===== src/stk_map.svh =====
`ifndef STK_MAP_SVH
`define STK_MAP_SVH

////////////////////////////////////////////////////////////////////////////////
// Register byte addresses
`define STK_CTRL_ADDR       32'hE000_E010
`define STK_RELOAD_ADDR     32'hE000_E014
`define STK_CURRENT_ADDR    32'hE000_E018

////////////////////////////////////////////////////////////////////////////////
// Field positions and widths
`define STK_EN_BIT          0
`define STK_IE_BIT          1
`define STK_CLKSEL_BIT      2
`define STK_FLAG_BIT        16
`define STK_CNT_WIDTH       24

////////////////////////////////////////////////////////////////////////////////
// Reset values and bus answers
`define STK_BIT_RESET       1'h0
`define STK_RELOAD_RESET    24'h00_0000
`define STK_COUNT_RESET     24'h00_0000
`define STK_RESP_OKAY       2'h0
`define STK_RESP_SLVERR     2'h2

`endif


===== src/stk_pkg.sv =====
package stk_pkg;

    typedef enum logic [1:0] {
        STK_SEL_CTRL    = 2'h0,
        STK_SEL_RELOAD  = 2'h1,
        STK_SEL_CURRENT = 2'h2,
        STK_SEL_NONE    = 2'h3
    } stk_reg_sel_type;

    typedef enum logic {
        STK_CH_IDLE = 1'h0,
        STK_CH_RESP = 1'h1
    } stk_chan_state_type;

endpackage


===== src/stk_down_counter.sv =====
`timescale 1ns/1ns
`include "stk_map.svh"

module stk_down_counter #(
    parameter int WIDTH = `STK_CNT_WIDTH
) (
    input  wire logic             clk,
    input  wire logic             rst_n,
    input  wire logic             run,
    input  wire logic             clear,
    input  wire logic [WIDTH-1:0] reload,
    output logic      [WIDTH-1:0] count,
    output logic                  wrap_hit
);

    localparam logic [WIDTH-1:0] ONE = WIDTH'(1);

    // Clear wins over counting, so a clearing write never looks like a wrap
    assign wrap_hit = run && !clear && (count == ONE);

    always_ff @(posedge clk or negedge rst_n) begin
        if (!rst_n) begin
            count <= '0;
        end else if (clear) begin
            count <= '0;
        end else if (run) begin
            if (count == '0) begin
                // A zero reload leaves the counter parked at zero
                count <= reload;
            end else begin
                count <= count - ONE;
            end
        end
    end

endmodule


===== src/stk_top.sv =====
// The AXI4-Lite slave port is this design's own decision.
`timescale 1ns/1ns
`include "stk_map.svh"

module stk_top
    import stk_pkg::*;
#(
    parameter int CNT_WIDTH = `STK_CNT_WIDTH
) (
    input  wire logic        clk,
    input  wire logic        rst_n,
    input  wire logic [31:0] s_axi_awaddr,
    input  wire logic [2:0]  s_axi_awprot,
    input  wire logic        s_axi_awvalid,
    output logic             s_axi_awready,
    input  wire logic [31:0] s_axi_wdata,
    input  wire logic [3:0]  s_axi_wstrb,
    input  wire logic        s_axi_wvalid,
    output logic             s_axi_wready,
    output logic [1:0]       s_axi_bresp,
    output logic             s_axi_bvalid,
    input  wire logic        s_axi_bready,
    input  wire logic [31:0] s_axi_araddr,
    input  wire logic [2:0]  s_axi_arprot,
    input  wire logic        s_axi_arvalid,
    output logic             s_axi_arready,
    output logic [31:0]      s_axi_rdata,
    output logic [1:0]       s_axi_rresp,
    output logic             s_axi_rvalid,
    input  wire logic        s_axi_rready,
    input  wire logic        core_halted,
    input  wire logic        debugger_access,
    input  wire logic        debugger_master_kind,
    output logic             tick_pend
);

    ////////////////////////////////////////////////////////////////////////////
    // Declarations

    stk_chan_state_type     wr_state;
    stk_chan_state_type     next_wr_state;
    stk_chan_state_type     rd_state;
    stk_chan_state_type     next_rd_state;
    logic                   aw_held;
    logic                   next_aw_held;
    logic                   w_held;
    logic                   next_w_held;
    logic [31:0]            awaddr_q;
    logic [31:0]            wdata_q;
    logic [3:0]             wstrb_q;
    logic                   aw_hs;
    logic                   w_hs;
    logic                   ar_hs;
    logic                   do_write;
    stk_reg_sel_type        wr_sel;
    stk_reg_sel_type        rd_sel;
    logic                   enable;
    logic                   tick_irq_enable;
    logic                   clock_select;
    logic                   wrap_flag;
    logic [CNT_WIDTH-1:0]   reload_val;
    logic [CNT_WIDTH-1:0]   count;
    logic                   wrap_hit;
    logic                   run;
    logic                   cur_clear;
    logic                   flag_read_clr;
    logic [31:0]            ctrl_merged;
    logic [31:0]            ctrl_word;
    logic [31:0]            reload_merged;
    logic [31:0]            rd_word;

    ////////////////////////////////////////////////////////////////////////////
    // Helpers

    // Word compare only; the low address bits pick byte lanes through wstrb
    function automatic stk_reg_sel_type decode(input logic [31:0] addr);
        stk_reg_sel_type sel;
        sel = STK_SEL_NONE;
        if (addr[31:2] == 30'(`STK_CTRL_ADDR >> 2)) begin
            sel = STK_SEL_CTRL;
        end else if (addr[31:2] == 30'(`STK_RELOAD_ADDR >> 2)) begin
            sel = STK_SEL_RELOAD;
        end else if (addr[31:2] == 30'(`STK_CURRENT_ADDR >> 2)) begin
            sel = STK_SEL_CURRENT;
        end
        return sel;
    endfunction

    // Lane 0 is always bits 7:0, whatever order the core uses
    function automatic logic [31:0] merge(
        input logic [31:0] old_word,
        input logic [31:0] new_word,
        input logic [3:0]  strb
    );
        logic [31:0] res;
        res = old_word;
        for (int i = 0; i < 4; i++) begin
            if (strb[i]) begin
                res[8*i +: 8] = new_word[8*i +: 8];
            end
        end
        return res;
    endfunction

    ////////////////////////////////////////////////////////////////////////////
    // Write channel

    assign aw_hs    = s_axi_awvalid && s_axi_awready;
    assign w_hs     = s_axi_wvalid && s_axi_wready;
    assign do_write = (wr_state == STK_CH_IDLE) && aw_held && w_held;
    assign wr_sel   = decode(awaddr_q);

    always_comb begin
        next_wr_state = wr_state;
        next_aw_held  = aw_held || aw_hs;
        next_w_held   = w_held || w_hs;
        case (wr_state)
            STK_CH_IDLE: begin
                if (do_write) begin
                    next_wr_state = STK_CH_RESP;
                    next_aw_held  = 1'h0;
                    next_w_held   = 1'h0;
                end
            end
            STK_CH_RESP: begin
                if (s_axi_bready) begin
                    next_wr_state = STK_CH_IDLE;
                end
            end
            default: begin
                next_wr_state = STK_CH_IDLE;
            end
        endcase
    end

    always_ff @(posedge clk or negedge rst_n) begin
        if (!rst_n) begin
            wr_state      <= STK_CH_IDLE;
            aw_held       <= 1'h0;
            w_held        <= 1'h0;
            s_axi_awready <= 1'h0;
            s_axi_wready  <= 1'h0;
            s_axi_bvalid  <= 1'h0;
            s_axi_bresp   <= `STK_RESP_OKAY;
        end else begin
            wr_state      <= next_wr_state;
            aw_held       <= next_aw_held;
            w_held        <= next_w_held;
            // Each half is taken once, in either order, until the answer is gone
            s_axi_awready <= !next_aw_held && (next_wr_state == STK_CH_IDLE);
            s_axi_wready  <= !next_w_held && (next_wr_state == STK_CH_IDLE);
            s_axi_bvalid  <= (next_wr_state == STK_CH_RESP);
            if (do_write) begin
                s_axi_bresp <= (wr_sel == STK_SEL_NONE) ? `STK_RESP_SLVERR : `STK_RESP_OKAY;
            end
        end
    end

    always_ff @(posedge clk or negedge rst_n) begin
        if (!rst_n) begin
            awaddr_q <= 32'h0000_0000;
            wdata_q  <= 32'h0000_0000;
            wstrb_q  <= 4'h0;
        end else begin
            if (aw_hs) begin
                awaddr_q <= s_axi_awaddr;
            end
            if (w_hs) begin
                wdata_q <= s_axi_wdata;
                wstrb_q <= s_axi_wstrb;
            end
        end
    end

    ////////////////////////////////////////////////////////////////////////////
    // Control, reload and count

    assign ctrl_merged   = merge(ctrl_word, wdata_q, wstrb_q);
    assign reload_merged = merge({8'h00, reload_val}, wdata_q, wstrb_q);
    // Any write to the current value clears it, whatever the data or lanes
    assign cur_clear     = do_write && (wr_sel == STK_SEL_CURRENT);
    assign run           = enable && !core_halted;

    // A process, not a function, so every bit change re-evaluates the merge
    always_comb begin
        ctrl_word                  = 32'h0000_0000;
        ctrl_word[`STK_EN_BIT]     = enable;
        ctrl_word[`STK_IE_BIT]     = tick_irq_enable;
        ctrl_word[`STK_CLKSEL_BIT] = clock_select;
        ctrl_word[`STK_FLAG_BIT]   = wrap_flag;
    end

    always_ff @(posedge clk or negedge rst_n) begin
        if (!rst_n) begin
            enable          <= `STK_BIT_RESET;
            tick_irq_enable <= `STK_BIT_RESET;
            clock_select    <= `STK_BIT_RESET;
        end else if (do_write && (wr_sel == STK_SEL_CTRL)) begin
            enable          <= ctrl_merged[`STK_EN_BIT];
            tick_irq_enable <= ctrl_merged[`STK_IE_BIT];
            // Stored and read back only; no reference clock exists here
            clock_select    <= ctrl_merged[`STK_CLKSEL_BIT];
        end
    end

    always_ff @(posedge clk or negedge rst_n) begin
        if (!rst_n) begin
            reload_val <= `STK_RELOAD_RESET;
        end else if (do_write && (wr_sel == STK_SEL_RELOAD)) begin
            reload_val <= reload_merged[CNT_WIDTH-1:0];
        end
    end

    stk_down_counter #(
        .WIDTH    (CNT_WIDTH)
    ) u_counter (
        .clk      (clk),
        .rst_n    (rst_n),
        .run      (run),
        .clear    (cur_clear),
        .reload   (reload_val),
        .count    (count),
        .wrap_hit (wrap_hit)
    );

    ////////////////////////////////////////////////////////////////////////////
    // Wrap flag and tick exception

    // The debugger may read without disturbing the flag
    assign flag_read_clr = ar_hs && (rd_sel == STK_SEL_CTRL) &&
                           (!debugger_access || !debugger_master_kind);

    always_ff @(posedge clk or negedge rst_n) begin
        if (!rst_n) begin
            wrap_flag <= `STK_BIT_RESET;
        end else if (wrap_hit) begin
            // A wrap landing on the clearing read must not be lost
            wrap_flag <= 1'h1;
        end else if (flag_read_clr || cur_clear) begin
            wrap_flag <= 1'h0;
        end
    end

    always_ff @(posedge clk or negedge rst_n) begin
        if (!rst_n) begin
            tick_pend <= 1'h0;
        end else begin
            tick_pend <= wrap_hit && tick_irq_enable;
        end
    end

    ////////////////////////////////////////////////////////////////////////////
    // Read channel

    assign ar_hs  = s_axi_arvalid && s_axi_arready;
    assign rd_sel = decode(s_axi_araddr);

    always_comb begin
        case (rd_sel)
            STK_SEL_CTRL:    rd_word = ctrl_word;
            STK_SEL_RELOAD:  rd_word = {8'h00, reload_val};
            STK_SEL_CURRENT: rd_word = {8'h00, count};
            default:         rd_word = 32'h0000_0000;
        endcase
    end

    always_comb begin
        next_rd_state = rd_state;
        case (rd_state)
            STK_CH_IDLE: begin
                if (ar_hs) begin
                    next_rd_state = STK_CH_RESP;
                end
            end
            STK_CH_RESP: begin
                if (s_axi_rready) begin
                    next_rd_state = STK_CH_IDLE;
                end
            end
            default: begin
                next_rd_state = STK_CH_IDLE;
            end
        endcase
    end

    always_ff @(posedge clk or negedge rst_n) begin
        if (!rst_n) begin
            rd_state      <= STK_CH_IDLE;
            s_axi_arready <= 1'h0;
            s_axi_rvalid  <= 1'h0;
            s_axi_rdata   <= 32'h0000_0000;
            s_axi_rresp   <= `STK_RESP_OKAY;
        end else begin
            rd_state      <= next_rd_state;
            s_axi_arready <= (next_rd_state == STK_CH_IDLE);
            s_axi_rvalid  <= (next_rd_state == STK_CH_RESP);
            if (ar_hs) begin
                // Data is frozen at acceptance, so a stalled master sees that count
                s_axi_rdata <= rd_word;
                s_axi_rresp <= (rd_sel == STK_SEL_NONE) ? `STK_RESP_SLVERR : `STK_RESP_OKAY;
            end
        end
    end
endmodule


===== config.mk =====
export PLATFORM = sky130hd
export DESIGN_NAME = stk_top
export DESIGN_NICKNAME = d
export VERILOG_FILES = /design/src/stk_pkg.sv /design/src/stk_down_counter.sv /design/src/stk_top.sv
export VERILOG_INCLUDE_DIRS = /design/src /design/src/src
export SDC_FILE = /design/constraint.sdc
export NUM_CORES = 1
export LEC_CHECK = 0
export BUFFER_PORTS_ARGS = -buffer_cell sky130_fd_sc_hd__buf_2
export CAP_MARGIN = 20
export CELL_PAD_IN_SITES_DETAIL_PLACEMENT = 1
export CELL_PAD_IN_SITES_GLOBAL_PLACEMENT = 2
export CORE_ASPECT_RATIO = 1.4
export CORE_MARGIN = 2
export CORE_UTILIZATION = 32
export CTS_CLUSTER_DIAMETER = 150
export DETAILED_ROUTE_END_ITERATION = 10
export PLACE_DENSITY = 0.84
export SLEW_MARGIN = 5
export SYNTH_ARGS = -nofsm -noshare
export SYNTH_HDL_FRONTEND = slang
export SYNTH_HIERARCHICAL = 1
export SYNTH_SLANG_ARGS = --single-unit

===== constraint.sdc =====
create_clock -name clk -period 1.9 [get_ports clk]
set_input_delay 0.19 -clock clk [delete_from_list [all_inputs] [get_ports clk]]
set_output_delay 0.19 -clock clk [all_outputs]
set_load 0.1 [all_outputs]

==> run summary, run 1 <==
Max-cap violations in this run came to 0. The worst register-to-register path begins at u_counter/count[8]. Along the worst hold path, the cell count comes to 2. The flop and latch count out of synthesis came out at ~140. The worst setup path is launched from a flip-flop.

TritonCTS built the clock tree. The length of the first detailed-routing pass in iterations is 4. The part of the cycle the worst path needs came out at 112.0%. The ratio of cells with drive above 1 in the final layout came out at about 52%. The final reports fail on setup timing.

The kind of end point of the critical path is a flip-flop. The global-route wire length before repair is between 30000 and 40000 um. Final hold analysis gives a worst-case slack of between 0.015 and 0.02 ns. The number of CTS-inserted buffers came out at 17. The number of sinks handled by clock tree synthesis came out at 143. The effective utilization at floorplan came out at 32.34%.

The global-route met1 utilization is between 20% and 30%. The worst hold path begins at s_axi_awaddr[13]. Detailed placement finished with a half-perimeter wire length of between 10000 and 15000 um. The required time of the critical path came out at 2.20 ns. The flow ran to the end, but the final reports show violations. The worst-case IR drop observed on VDD is 788.5 uV. The arrival time of the worst setup path came out at 2.43 ns. Fill cells in the final layout number around 2200. The length in cells of the worst reg-to-reg path is 7. Summed over all layers, the routed wires come to about 23000 um. For this design the static power due to leakage is roughly 4.7 nW. The remaining global-route overflow came out at 0. The number of setup violations in the final report came out at 53.

The repair_antennas step left the layout with diodes totalling 0. The number of distinct library cells after synthesis is 59. Setup repair after global routing could not meet its margin everywhere. roughly 160 I/O pins were placed. The cell count after synthesis came out at 545. The number of enable-type register cells in the synthesized netlist came out at 0. The overall die height came out at approximately 180 um. The number of global-route vias before repair came out at between 6000 and 7000. The number of nets at the end of the flow came out at 942. The combined global-route utilization of all metal layers came out at about a fifth.

The power per cell area came out at about 950 nW/um^2. The maximum buffer depth of the clock tree came out at 2. CTS placed an instance of sky130_fd_sc_hd__clkbuf_16 at the clock tree root.

For this run, the number of Yosys warnings is 6. The share of synthesized flip-flops with an asynchronous set or reset came out at between 90% and 100%. The maximum clock rate came out at 470.0 MHz. Setup slack on the critical path of the routed design comes to -0.2277 ns. After clock tree synthesis, the clock-pin slew on the worst setup and hold paths is 0.06 ns. Routability-driven placement finished with a final weighted congestion of roughly 0.89. The global routing stage identified its most utilized layer as met2. The highest fanout seen on the critical path is 6. The full die area came out at approximately 22000 sq um. In the routed design, unresolved DRC markers number 0. The number of H-tree levels is 4. For this block, the initial DRC count from the detailed router was 225.

The met3 demand-to-capacity share in global routing came out at under 10%. The endpoint of the worst-slack reg-to-reg timing path is u_counter/count[19]. Prior to clock tree synthesis, the placed netlist has a worst setup slack of -0.2175 ns. The clock latency on the worst-skew pair came out at 0.43 ns. The critical path in this run is classified as flip-flop to flip-flop. The layout overhead on the synthesized area is 49.62%.

The sequential element share of the synthesized area is approximately 53%. The actual transition at the worst max-transition pin is about 0.6 ns. The routed design could run at a clock period as short as ~2.1 ns. The region available for standard cell placement spans around 21000 sq um. The die boundary width came out at between 100 and 150 um. The netlist area before placement came out at approximately 6800 sq um.

The via count came out at 5773. The count of final hold-check violations was 0. The post-synthesis area per instance came out at roughly 12 sq um. The worst pin sits at a relative slew slack of 59.39%.

The hold path endpoint is awaddr_q[13]. The detail-routed via count per cell is between 5 and 6. Entering global routing, the biggest net connects 53 pins. The largest clock skew in the final design came out at ~0.011 ns. The number of routed nets with antenna violations is 0. In this run the tool buffered the top-level ports with 128 buffer cells. The initial antenna violation count came to 0. The total number of placement rows came out at 63. The count of pins over their slew limit came out at 0. The minimum setup slack among reg-to-reg paths came out at -0.23 ns.

The routing usage on met2 is a little under two fifths. The worst hold path belongs to the class primary input to flip-flop. The routed length per instance is approximately 21 um. The commonest register cell after synthesis is sky130_fd_sc_hd__dfrtp_1.
## report_power, final
group | internal, mW | total (mW) | switching, mW | leakage, nW
registers | 3.74 | 4.32 | 0.577 | 1.80
logic | 0.981 | 2.05 | 1.07 | 2.60
clock network | 1.85 | 3.25 | 1.40 | 0.266
total | 6.58 | 9.62 | 3.04 | 4.67
## cell type report
type | count | area [sq um] | share of cell area, %
sequential | 143 | 3586 | 35.35
multi-input combinational | 359 | 3465 | 34.15
timing repair buffer | 288 | 2140 | 21.09
clock inverter | 13 | 130.1 | 1.283
inverter | 14 | 60.06 | 0.5920
clock buffer | 18 | 439.2 | 4.329
tap | 260 | 325.3 | 3.207
## cell usage in the layout (no fill, tap or decap), types with 5 or more instances in the layout
master,netlist,final
sky130_fd_sc_hd__dfrtp_1,143,139
sky130_fd_sc_hd__buf_2,6,127
sky130_fd_sc_hd__buf_4,10,89
sky130_fd_sc_hd__mux2_2,79,58
sky130_fd_sc_hd__dlygate4sd3_1,0,50
sky130_fd_sc_hd__a22o_1,44,44
sky130_fd_sc_hd__mux2_4,8,29
sky130_fd_sc_hd__nor2_1,28,25
sky130_fd_sc_hd__nand2_1,26,23
sky130_fd_sc_hd__clkbuf_16,0,18
sky130_fd_sc_hd__nor4_4,6,12
sky130_fd_sc_hd__buf_6,1,12
sky130_fd_sc_hd__inv_1,14,11
sky130_fd_sc_hd__a21oi_1,12,10
sky130_fd_sc_hd__conb_1,1,10
sky130_fd_sc_hd__nor2b_1,11,9
sky130_fd_sc_hd__mux2i_1,11,9
sky130_fd_sc_hd__buf_12,0,8
sky130_fd_sc_hd__nor3_1,14,8
sky130_fd_sc_hd__nand3_1,10,8
sky130_fd_sc_hd__o21ai_0,15,7
sky130_fd_sc_hd__inv_6,0,6
sky130_fd_sc_hd__nor3_2,0,6
sky130_fd_sc_hd__a2111oi_2,0,5
sky130_fd_sc_hd__o21ai_1,0,5
## critical path, cell delays in order, from the launching register on
cell and delay, ns:
sky130_fd_sc_hd__dfrtp_1 0.43, sky130_fd_sc_hd__nor4_4 0.46, sky130_fd_sc_hd__nand4_2 0.21, sky130_fd_sc_hd__buf_6 0.21, sky130_fd_sc_hd__buf_4 0.14, sky130_fd_sc_hd__nor3_1 0.29
sky130_fd_sc_hd__o2bb2ai_1 0.17, sky130_fd_sc_hd__a21oi_1 0.10
## sequential cells by signal, indices dropped and copies added, names as in the netlist, 3 cells and up
name	flops
awaddr_q	30
reload_val	24
s_axi_rdata	24
u_counter/count	24
wdata_q	24
wstrb_q	3
## logic make-up after synthesis
logic type	synth area share, %
muxes	16.52
adders and majority gates	0.5537
and+or+nand+nor	14.06
other	0.05531
DFF	52.78
AOI/OAI and AO/OA	12.38
buffers and inverters	3.654
## per-stage QoR
stage | cell area [sq um] | utilization (%) | setup TNS (ns) | cells | power [mW]
2_1_floorplan | 6943 | - | -5.232 | 554 | 5.611
3_3_place_gp | 8391 | 40.02 | -0.9181 | 983 | 6.022
3_5_place_dp | 8391 | 40.02 | -4.997 | 983 | 6.211
4_1_cts | 9684 | 46.19 | -1.280 | 1072 | 9.562
5_1_grt | 10140 | 48.38 | -7.283 | 1095 | 10.04
6_report | 10140 | 48.38 | -5.374 | 1095 | 9.617
## worst max path at each step
| stage | start | end | slack [ns] | cells after the start |
|---|---|---|---|---|
| after floorplan | wr_state | wrap_flag | -0.36 | 10 |
| after global placement | u_counter/count[1] | u_counter/count[7] | -0.09 | 8 |
| after detailed placement | u_counter/count[1] | u_counter/count[11] | -0.22 | 8 |
| after CTS | awaddr_q[25] | wrap_flag | -0.09 | 8 |
| after global routing | u_counter/count[8] | u_counter/count[19] | -0.25 | 7 |
| final | u_counter/count[8] | u_counter/count[19] | -0.23 | 7 |
## synthesized netlist by cell type (3+ instances only)
| library cell | instances | area share [%] |
|---|---|---|
| sky130_fd_sc_hd__mux2_4 | 8 | 1.8 |
| sky130_fd_sc_hd__mux2_2 | 79 | 13 |
| sky130_fd_sc_hd__o31ai_1 | 4 | 0.44 |
| sky130_fd_sc_hd__a22o_1 | 44 | 5.7 |
| sky130_fd_sc_hd__a2111oi_0 | 5 | 0.65 |
| sky130_fd_sc_hd__ha_1 | 3 | 0.55 |
| sky130_fd_sc_hd__mux2i_1 | 11 | 1.6 |
| sky130_fd_sc_hd__nor2b_1 | 11 | 1.0 |
| sky130_fd_sc_hd__nor4_4 | 6 | 1.9 |
| sky130_fd_sc_hd__nand4_1 | 4 | 0.37 |
| sky130_fd_sc_hd__buf_4 | 10 | 1.1 |
| sky130_fd_sc_hd__clkbuf_1 | 21 | 1.2 |
| sky130_fd_sc_hd__buf_2 | 6 | 0.44 |
| sky130_fd_sc_hd__o21ai_0 | 15 | 1.1 |
| sky130_fd_sc_hd__nand3_1 | 10 | 0.74 |
| sky130_fd_sc_hd__dfrtp_1 | 143 | 53 |
| sky130_fd_sc_hd__a31oi_1 | 4 | 0.37 |
| sky130_fd_sc_hd__a21oi_1 | 12 | 0.89 |
| sky130_fd_sc_hd__o2bb2ai_1 | 7 | 0.90 |
| sky130_fd_sc_hd__nor4_1 | 8 | 0.74 |
| sky130_fd_sc_hd__nor2_1 | 28 | 1.6 |
| sky130_fd_sc_hd__nor3_4 | 3 | 0.72 |
| sky130_fd_sc_hd__inv_1 | 14 | 0.78 |
| sky130_fd_sc_hd__nor3b_1 | 4 | 0.44 |
| sky130_fd_sc_hd__nand2_1 | 26 | 1.4 |
| sky130_fd_sc_hd__nor4b_1 | 3 | 0.39 |
| sky130_fd_sc_hd__nor3_1 | 14 | 1.0 |
## routing by layer
layer | vias to the layer above | wire (um)
li1 | 2571 | -
met1 | 2936 | 8620
met2 | 218 | 12890
met3 | 48 | 1048
met4 | 0 | 737
met5 | - | 0
## timing repair
item,in CTS,in global routing
buffers inserted,11,20
gates resized for setup,40,54
hold buffers,49,1
setup endpoints to repair,50,53
hold endpoints to repair,91,1
pin swaps,17,30
cloned,0,1
No activity file was read; power rests on OpenSTA's default activity.
==> run 2, diff against run 1 <==
- ABC_AREA: default -> 1
- CORE_UTILIZATION: 32 -> 28
==> run summary, run 2 <==
The cell count after synthesis was 1012 (+86%). The number of top-level pins is 158 (unchanged). The number of sinks handled by clock tree synthesis is 143 (unchanged). The leakage power is 5.496 nW (+18%). The highest fanout seen on the critical path is 5 (-1). The layout overhead on the synthesized area is 33.64%.

The number of setup violations in the final report was 17 (-68%). The startpoint identified for the worst hold timing path is s_axi_awaddr[2]. The global-route wire length before repair is 39900 um (+17%). The number of distinct library cells after synthesis came to 34 (-42%).

The critical path starts at awaddr_q[26]. The cell area after layout came out at 10330 sq um (+1.8%). The worst hold path depth came to 3 (+1). The number of global-route vias before repair came to 7822 (+22%).

The required time of the critical path is 2.22 ns (+0.02 ns). The cell area after placement is 9045 sq um (+7.8%). The core outline area is 27390 sq um (+31%).

The power per cell area came to 1028 nW/um^2 (+8.5%). The delay of the slowest critical-path stage came out at 0.39 ns (-0.07 ns). The initial antenna violation count is 0 (unchanged). The count of pins over their slew limit is 0 (unchanged). The number of instances in the placed design is 1519 (+55%). The count of final hold-check violations is 0 (unchanged).

The ratio of cells with drive above 1 in the final layout came out at 24.84% (-27 points). The maximum number of pins on one net before global-route repair came to 57 (+7.5%). Of all cell types, the one taking the most synthesized area is sky130_fd_sc_hd__dfrtp_1. The full die area came out at 28970 sq um (+29%). The effective utilization at floorplan came to 28.23% (-4.1 points). The via count came out at 7352 (+27%). The arrival time of the worst setup path was 2.35 ns (-0.08 ns). The worst voltage drop across the vdd grid is 746.4 uV (-5.3%). The total number of placement rows came to 72 (+14%). The clock latency on the worst-skew pair came out at 0.44 ns (about the same). Setup repair after global routing could not meet its margin everywhere. The number of CTS-inserted buffers came out at 17 (unchanged).

The post-route setup TNS came out at -1.095 ns (+4.280 ns). The post-synthesis area per instance came to 7.638 sq um (-39%). The largest clock skew in the final design is 0.01199 ns (+0.001294 ns).

The total power of the final layout is 10.62 mW (+10%). The nature of the critical path startpoint is a flip-flop. The number of nets at the end of the flow came out at 1347 (+43%). The worst setup path is captured at a flip-flop.

The routed length per instance is 15.26 um (-28%). The residual DRC count is 0 (unchanged). The post-CTS clock slew at the launch and capture registers of the worst setup and hold paths came out at 0.06 ns (about the same). The min-delay analysis places its worst path in the category primary input to flip-flop. The part of the cycle the worst path needs was 106.7% (-5.2 points).

The max capacitance violation total came to 0 (unchanged). The share of synthesized flip-flops with an asynchronous set or reset came out at 100.0% (unchanged). The final non-filler cell total came to 1610 (+47%). The length of the first detailed-routing pass in iterations came out at 4 (unchanged). The setup slack of the critical path after layout came out at -0.1281 ns (+0.09962 ns). The library cells used most frequently in the layout, excluding fill and tap cells, are 396 x sky130_fd_sc_hd__nand2_1, 140 x sky130_fd_sc_hd__dfrtp_1, 127 x sky130_fd_sc_hd__buf_2, 98 x sky130_fd_sc_hd__nand3_1, 83 x sky130_fd_sc_hd__inv_1. The critical path start-end classification is flip-flop to flip-flop. The port buffer count was 128 (unchanged). The warning count from the yosys run came out at 6 (unchanged).

The sequential element share of the synthesized area came to 46.29% (-6.5 points). The number of flip-flops under the largest register name is 30 (unchanged). The most used flip-flop cell after synthesis is sky130_fd_sc_hd__dfrtp_1. The library cell used most frequently in the layout, excluding fill and tap cells, is sky130_fd_sc_hd__nand2_1.

The final reports fail on setup timing. The actual transition at the worst max-transition pin is 0.5519 ns (-0.05607 ns). The combined global-route utilization of all metal layers came out at 17.71% (-1.9 points). The final weighted congestion in routability-driven placement came out at 0.8089 (-9.0%). The length in cells of the worst reg-to-reg path came out at 11 (+4). The most common cell in the synthesized netlist is sky130_fd_sc_hd__nand2_1.

The number of enable-type register cells in the synthesized netlist came out at 0 (unchanged). The placed wire-length estimate came to 17470 um (+21%). The total inserted antenna cells was 0 (unchanged). The number of DRC markers after the initial detailed-route iteration is 322 (+43%). In this run the clock root is driven by a sky130_fd_sc_hd__clkbuf_16. The netlist area before placement came to 7730 sq um (+14%). The overall die height came out at 200.6 um (+14%). In this run the critical register-to-register path is launched from awaddr_q[26]. TritonCTS built the clock tree. The register with the most flip-flops is awaddr_q.

The flow ran to the end, but the final reports show violations. The number of H-tree levels is 4 (unchanged). The flop and latch count out of synthesis came to 143 (unchanged). The final critical delay including setup and external delays came out at 2.028 ns (-0.09962 ns). Sorting the synthesized cells by area gives the leading types as sky130_fd_sc_hd__dfrtp_1 46%, sky130_fd_sc_hd__nand2_1 19%, sky130_fd_sc_hd__nand3_1 6.7%. The area of the multi-input gates is 3635 sq um (+4.9%). The number of filler cells placed in the layout came out at 3365 (+53%). The die boundary width came out at 144.4 um (+14%). The number of routed nets with antenna violations came out at 0 (unchanged). The max-slew headroom at the worst pin came out at 63.15% (+3.8 points).

The total wire length came to 24570 um (+5.5%). The maximum buffer depth of the clock tree came out at 2 (unchanged). Walking the worst path, the cells encountered are nor2_2 > nand3_1 > nor3_2 > nand3_2 > nand3b_1 > nor2_4 > nor2_4 > buf_4 > clkbuf_16 > nand3_1 > nand2_1. The remaining global-route overflow is 0 (unchanged). The maximum clock rate came out at 493.1 MHz (+4.9%). The final-layout worst hold slack came to 0.006109 ns (-0.009155 ns). The detail-routed via count per cell came out at 4.566 (-13%). The area share of the largest cell type after synthesis came out at 46.29% (-6.5 points). The commonest cells after synthesis are 397 x sky130_fd_sc_hd__nand2_1, 143 x sky130_fd_sc_hd__dfrtp_1, 104 x sky130_fd_sc_hd__nand3_1. The slowest stage of the critical path is the sky130_fd_sc_hd__dfrtp_1 cell. The storage element area is 3585 sq um (about the same).
[run 2: worst max-delay path, delay by kind of cell, from the launching register on]
family / cells / cell delay (ns)
AND/OR/NAND/NOR: 9 / 1.20
flip-flops: 1 / 0.39
buffers and inverters: 2 / 0.31
[run 2: cell families after synthesis]
group                    count (synthesis)  synth area share, %
adder cells (fa/ha/maj)                  3               0.4856
buffers and inverters                  143                8.773
other                                    1              0.04851
flip-flops                             143                46.29
AO/OA/AOI/OAI                           33                2.169
XOR/XNOR                                 6               0.6798
AND/OR/NAND/NOR                        657                37.76
multiplexers                            26                3.788
[run 2: power breakdown]
part           switching, mW  internal, mW  total (mW)
registers              0.483          3.75        4.23
clock network           1.34          2.12        3.46
logic                   1.91          1.02        2.93
[run 2: worst paths after layout]
check	end	slack [ns]
setup reg to reg	u_counter/count[8]	-0.13
min in group asynchronous	u_counter/count[21]	0.24
hold / removal	awaddr_q[2]	0.006
max in group asynchronous	s_axi_arready	0.79
hold reg to reg	s_axi_rdata[2]	0.47
setup / recovery	u_counter/count[8]	-0.13
[run 2: repair_timing]
| action | CTS | global route |
|---|---|---|
| hold buffers | 48 | 0 |
| gates resized for setup | 7 | 15 |
| gates cloned | 2 | 1 |
| endpoints found under the setup margin | 24 | 26 |
| pin swaps | 6 | 8 |
| buffers inserted | 5 | 5 |
| endpoints found under the hold margin | 80 | 0 |
[run 2: through the flow]
step	util, %	setup WS [ns]
6_report	37.72	-0.1281
3_5_place_dp	33.03	-0.1668
5_1_grt	37.72	-0.2311
2_1_floorplan	-	0.01498
4_1_cts	37.28	-0.01342
3_3_place_gp	33.03	-0.07397
[run 2: layout make-up]
type                            count  area share (%)
Clock buffer                       20           4.421
Tap cell                          370           4.482
Clock inverter                     11           1.357
Timing Repair Buffer              232           16.23
Inverter                           97           3.622
Sequential cell                   143           34.70
Multi-Input combinational cell    737           35.19
[run 2: routing by layer]
metal	wire length [um]	share of wire (%)	global-route usage (%)
met2	13370	54	32.97
met1	9941	40	20.01
met4	566	2.3	5.999
met5	0	0	0
met3	697	2.8	3.053
==> run 3, diff against run 2 <==
- CORE_UTILIZATION: 28 -> 31
- PLACE_DENSITY: 0.84 -> 0.87
- RECOVER_POWER: default -> 25
- clock period: 1.9 -> 2.01 ns (I/O delays scaled with it)
==> run summary, run 3 (synthesis gave the netlist of run 2 again) <==
The run finished with clean final reports. The switching portion of total power is 35.55% (+0.41 points). The max capacitance violation total came out at 0 (unchanged). The number of sinks handled by clock tree synthesis came out at 143 (unchanged). The post-CTS clock slew at the launch and capture registers of the worst setup and hold paths came out at 0.06 ns (about the same). The maximum buffer depth of the clock tree was 2 (unchanged).

The detail-routed via count per cell came out at 4.670 (+2.3%). In this run the worst hold path is classified as primary input to flip-flop. The area of the multi-input gates is 3558 sq um (-2.1%). The final critical delay including setup and external delays was 1.874 ns (-0.1540 ns).

The clock root buffer is sky130_fd_sc_hd__clkbuf_16. In the layout the commonest cells are 397 x sky130_fd_sc_hd__nand2_1, 142 x sky130_fd_sc_hd__dfrtp_1, 127 x sky130_fd_sc_hd__buf_2, 102 x sky130_fd_sc_hd__nand3_1, 83 x sky130_fd_sc_hd__inv_1. The combinational power share came out at 25.5% (-2.1 points).

The core outline area is 24590 sq um (-10%). The count of pins over their slew limit came out at 0 (unchanged). The maximum clock rate came to 533.6 MHz (+8.2%). The power per cell area is 989.2 nW/um^2 (-3.8%).

The total number of placement rows is 68 (-5.6%). The worst voltage drop across the vdd grid is 1245 uV (+67%). The effective utilization at floorplan came out at 31.44% (+3.2 points). The die boundary width was 137.5 um (-4.8%). The total inserted antenna cells is 0 (unchanged). The sequential fraction of design power came to 41.5% (+1.7 points). The clock latency on the worst-skew pair came out at 0.43 ns (about the same). Setup repair after global routing could not meet its margin everywhere. The arrival time of the worst setup path came out at 2.19 ns (-0.16 ns). Walking the worst path, the cells encountered are nor2_1 > nand2_1 > nor2_1 > buf_4 > nand3_1 > nand3b_1 > nor2_4 > nor2_4 > buf_4 > buf_4 > nand3_1 > nand2_1. The net switching power is 3.464 mW (-7.2%).

The length of the first detailed-routing pass in iterations came out at 5 (+1). The number of CTS-inserted buffers came out at 17 (unchanged). The total wire length came out at 22900 um (-6.8%). The placed wire-length estimate is 16570 um (-5.2%). The combined global-route utilization of all metal layers came out at 18.76% (+1.0 points). The maximum number of pins on one net before global-route repair came out at 51 (-11%). The final weighted congestion in routability-driven placement is 0.8127 (+0.47%). The sum of buffers and inverters on the critical path came to 3 (+1). The port buffer count is 128 (unchanged). The ratio of cells with drive above 1 in the final layout is 22.29% (-2.6 points).

The number of nets at the end of the flow came to 1313 (-2.5%). The internal power summed over all cells is 6.280 mW (-8.8%). The nature of the critical path startpoint is a flip-flop. The worst setup path is captured at a flip-flop. The category of cells accounting for the largest share of critical-path delay is simple AND/OR/NAND/NOR gates. The number of top-level pins came out at 158 (unchanged). The largest clock skew in the final design came to 0.008844 ns (-0.003146 ns). The number of H-tree levels is 4 (unchanged).

The number of setup violations in the final report came out at 0 (-17). The number of DRC markers after the initial detailed-route iteration came to 336 (+4.3%). The layout overhead on the synthesized area is 27.44%. The required time of the critical path is 2.33 ns (+0.11 ns). The number of routed nets with antenna violations came out at 0 (unchanged).

The initial antenna violation count is 0 (unchanged). The slowest stage of the critical path is the sky130_fd_sc_hd__dfrtp_1 cell. The remaining global-route overflow came to 0 (unchanged). The worst setup path is of the flip-flop to flip-flop kind. The number of global-route vias before repair came to 7743 (-1.0%). The global-route wire length before repair was 38380 um (-3.8%). The overall die height came to 190.8 um (-4.9%). The via count is 7108 (-3.3%). The total power of the final layout came out at 9.744 mW (-8.3%). The cell that appears most often on the critical path is sky130_fd_sc_hd__buf_4. The part of the power in the clock network is 33.0% (+0.5 points).

The routed length per instance came out at 15.05 um (-1.4%). The residual DRC count came out at 0 (unchanged). The storage element area came out at 3582 sq um (about the same). The part of the cycle the worst path needs came out at 93.24% (-14 points). The register with the most flip-flops is awaddr_q. The actual transition at the worst max-transition pin came out at 1.091 ns (+0.5394 ns).

The leakage power is 5.307 nW (-3.4%). The max-slew headroom at the worst pin is 27.25% (-36 points). The most common cell after layout, fill and taps aside is sky130_fd_sc_hd__nand2_1. The delay of the slowest critical-path stage came to 0.39 ns (about the same).

The final-layout worst hold slack came out at 0.01195 ns (+0.005836 ns). TritonCTS built the clock tree. The full die area is 26230 sq um (-9.5%). The number of filler cells placed in the layout came out at 3013 (-10%). The count of final hold-check violations is 0 (unchanged). The highest fanout seen on the critical path is 4 (-1).

The number of flip-flops under the largest register name came out at 30 (unchanged).
[run 3: power groups by stage]
| stage | combinational, mW | clock (mW) | sequential, mW |
|---|---|---|---|
| after floorplan | 1.51 | 0 | 4.34 |
| after global placement | 2.39 | 0 | 4.04 |
| after detailed placement | 2.46 | 0 | 4.08 |
| after CTS | 2.54 | 3.29 | 4.04 |
| after global routing | 2.76 | 3.39 | 4.14 |
| final | 2.49 | 3.21 | 4.05 |
[run 3: cell type report]
| cell class | count | share of cell area [%] |
|---|---|---|
| inverter | 97 | 3.722 |
| sequential | 143 | 36.36 |
| clock inverter | 12 | 1.359 |
| timing repair buffer | 200 | 13.69 |
| multi-input combinational | 735 | 36.12 |
| clock buffer | 20 | 4.738 |
| tap | 315 | 4.001 |
[run 3: routing by layer]
| metal | share of wire (%) | track usage, % | wire (um) |
|---|---|---|---|
| met1 | 41 | 21.38 | 9324 |
| met2 | 55 | 34.79 | 12530 |
| met3 | 2.6 | 3.030 | 584 |
| met4 | 2.0 | 6.542 | 464 |
| met5 | 0 | 0 | 0 |
[run 3: final timing paths]
check                           slack [ns]                  end       startpoint  cells after the start
worst max-delay path                  0.14  u_counter/count[13]     awaddr_q[23]                     12
worst min-delay path                  0.01           wdata_q[3]   s_axi_wdata[3]                      2
worst max register to register        0.14  u_counter/count[13]     awaddr_q[23]                     12
worst min register to register        0.47      s_axi_rdata[10]  s_axi_rdata[10]                      2
max in group asynchronous             0.29         awaddr_q[21]            rst_n                      3
min in group asynchronous             0.51      s_axi_rdata[17]            rst_n                      2
[run 3: per-stage QoR]
stage | area (sq um) | util (%) | instances | setup TNS (ns) | worst slack, ns
2_1_floorplan | 7777 | - | 1021 | -0.06530 | -0.003923
3_3_place_gp | 8796 | 35.77 | 1447 | 0 | 0.07790
3_5_place_dp | 8796 | 35.77 | 1447 | 0 | 0.008683
4_1_cts | 9822 | 39.95 | 1521 | 0 | 0.02289
5_1_grt | 9851 | 40.06 | 1522 | -0.3053 | -0.06630
6_report | 9851 | 40.06 | 1522 | 0 | 0.1358
[run 3: worst reg2reg max path: stages, from the launching register on]
cell and delay [ns]:
sky130_fd_sc_hd__dfrtp_1 0.39, sky130_fd_sc_hd__nor2_1 0.11, sky130_fd_sc_hd__nand2_1 0.06, sky130_fd_sc_hd__nor2_1 0.10
sky130_fd_sc_hd__buf_4 0.14, sky130_fd_sc_hd__nand3_1 0.09, sky130_fd_sc_hd__nand3b_1 0.22, sky130_fd_sc_hd__nor2_4 0.18
sky130_fd_sc_hd__nor2_4 0.08, sky130_fd_sc_hd__buf_4 0.13, sky130_fd_sc_hd__buf_4 0.13, sky130_fd_sc_hd__nand3_1 0.08
sky130_fd_sc_hd__nand2_1 0.06
[run 3: what timing repair did]
action,in CTS,in global routing
endpoints found under the hold margin,78,0
pin swaps,0,2
setup buffers,0,1
hold buffers,42,0
endpoints found under the setup margin,3,26
gates resized for setup,1,10
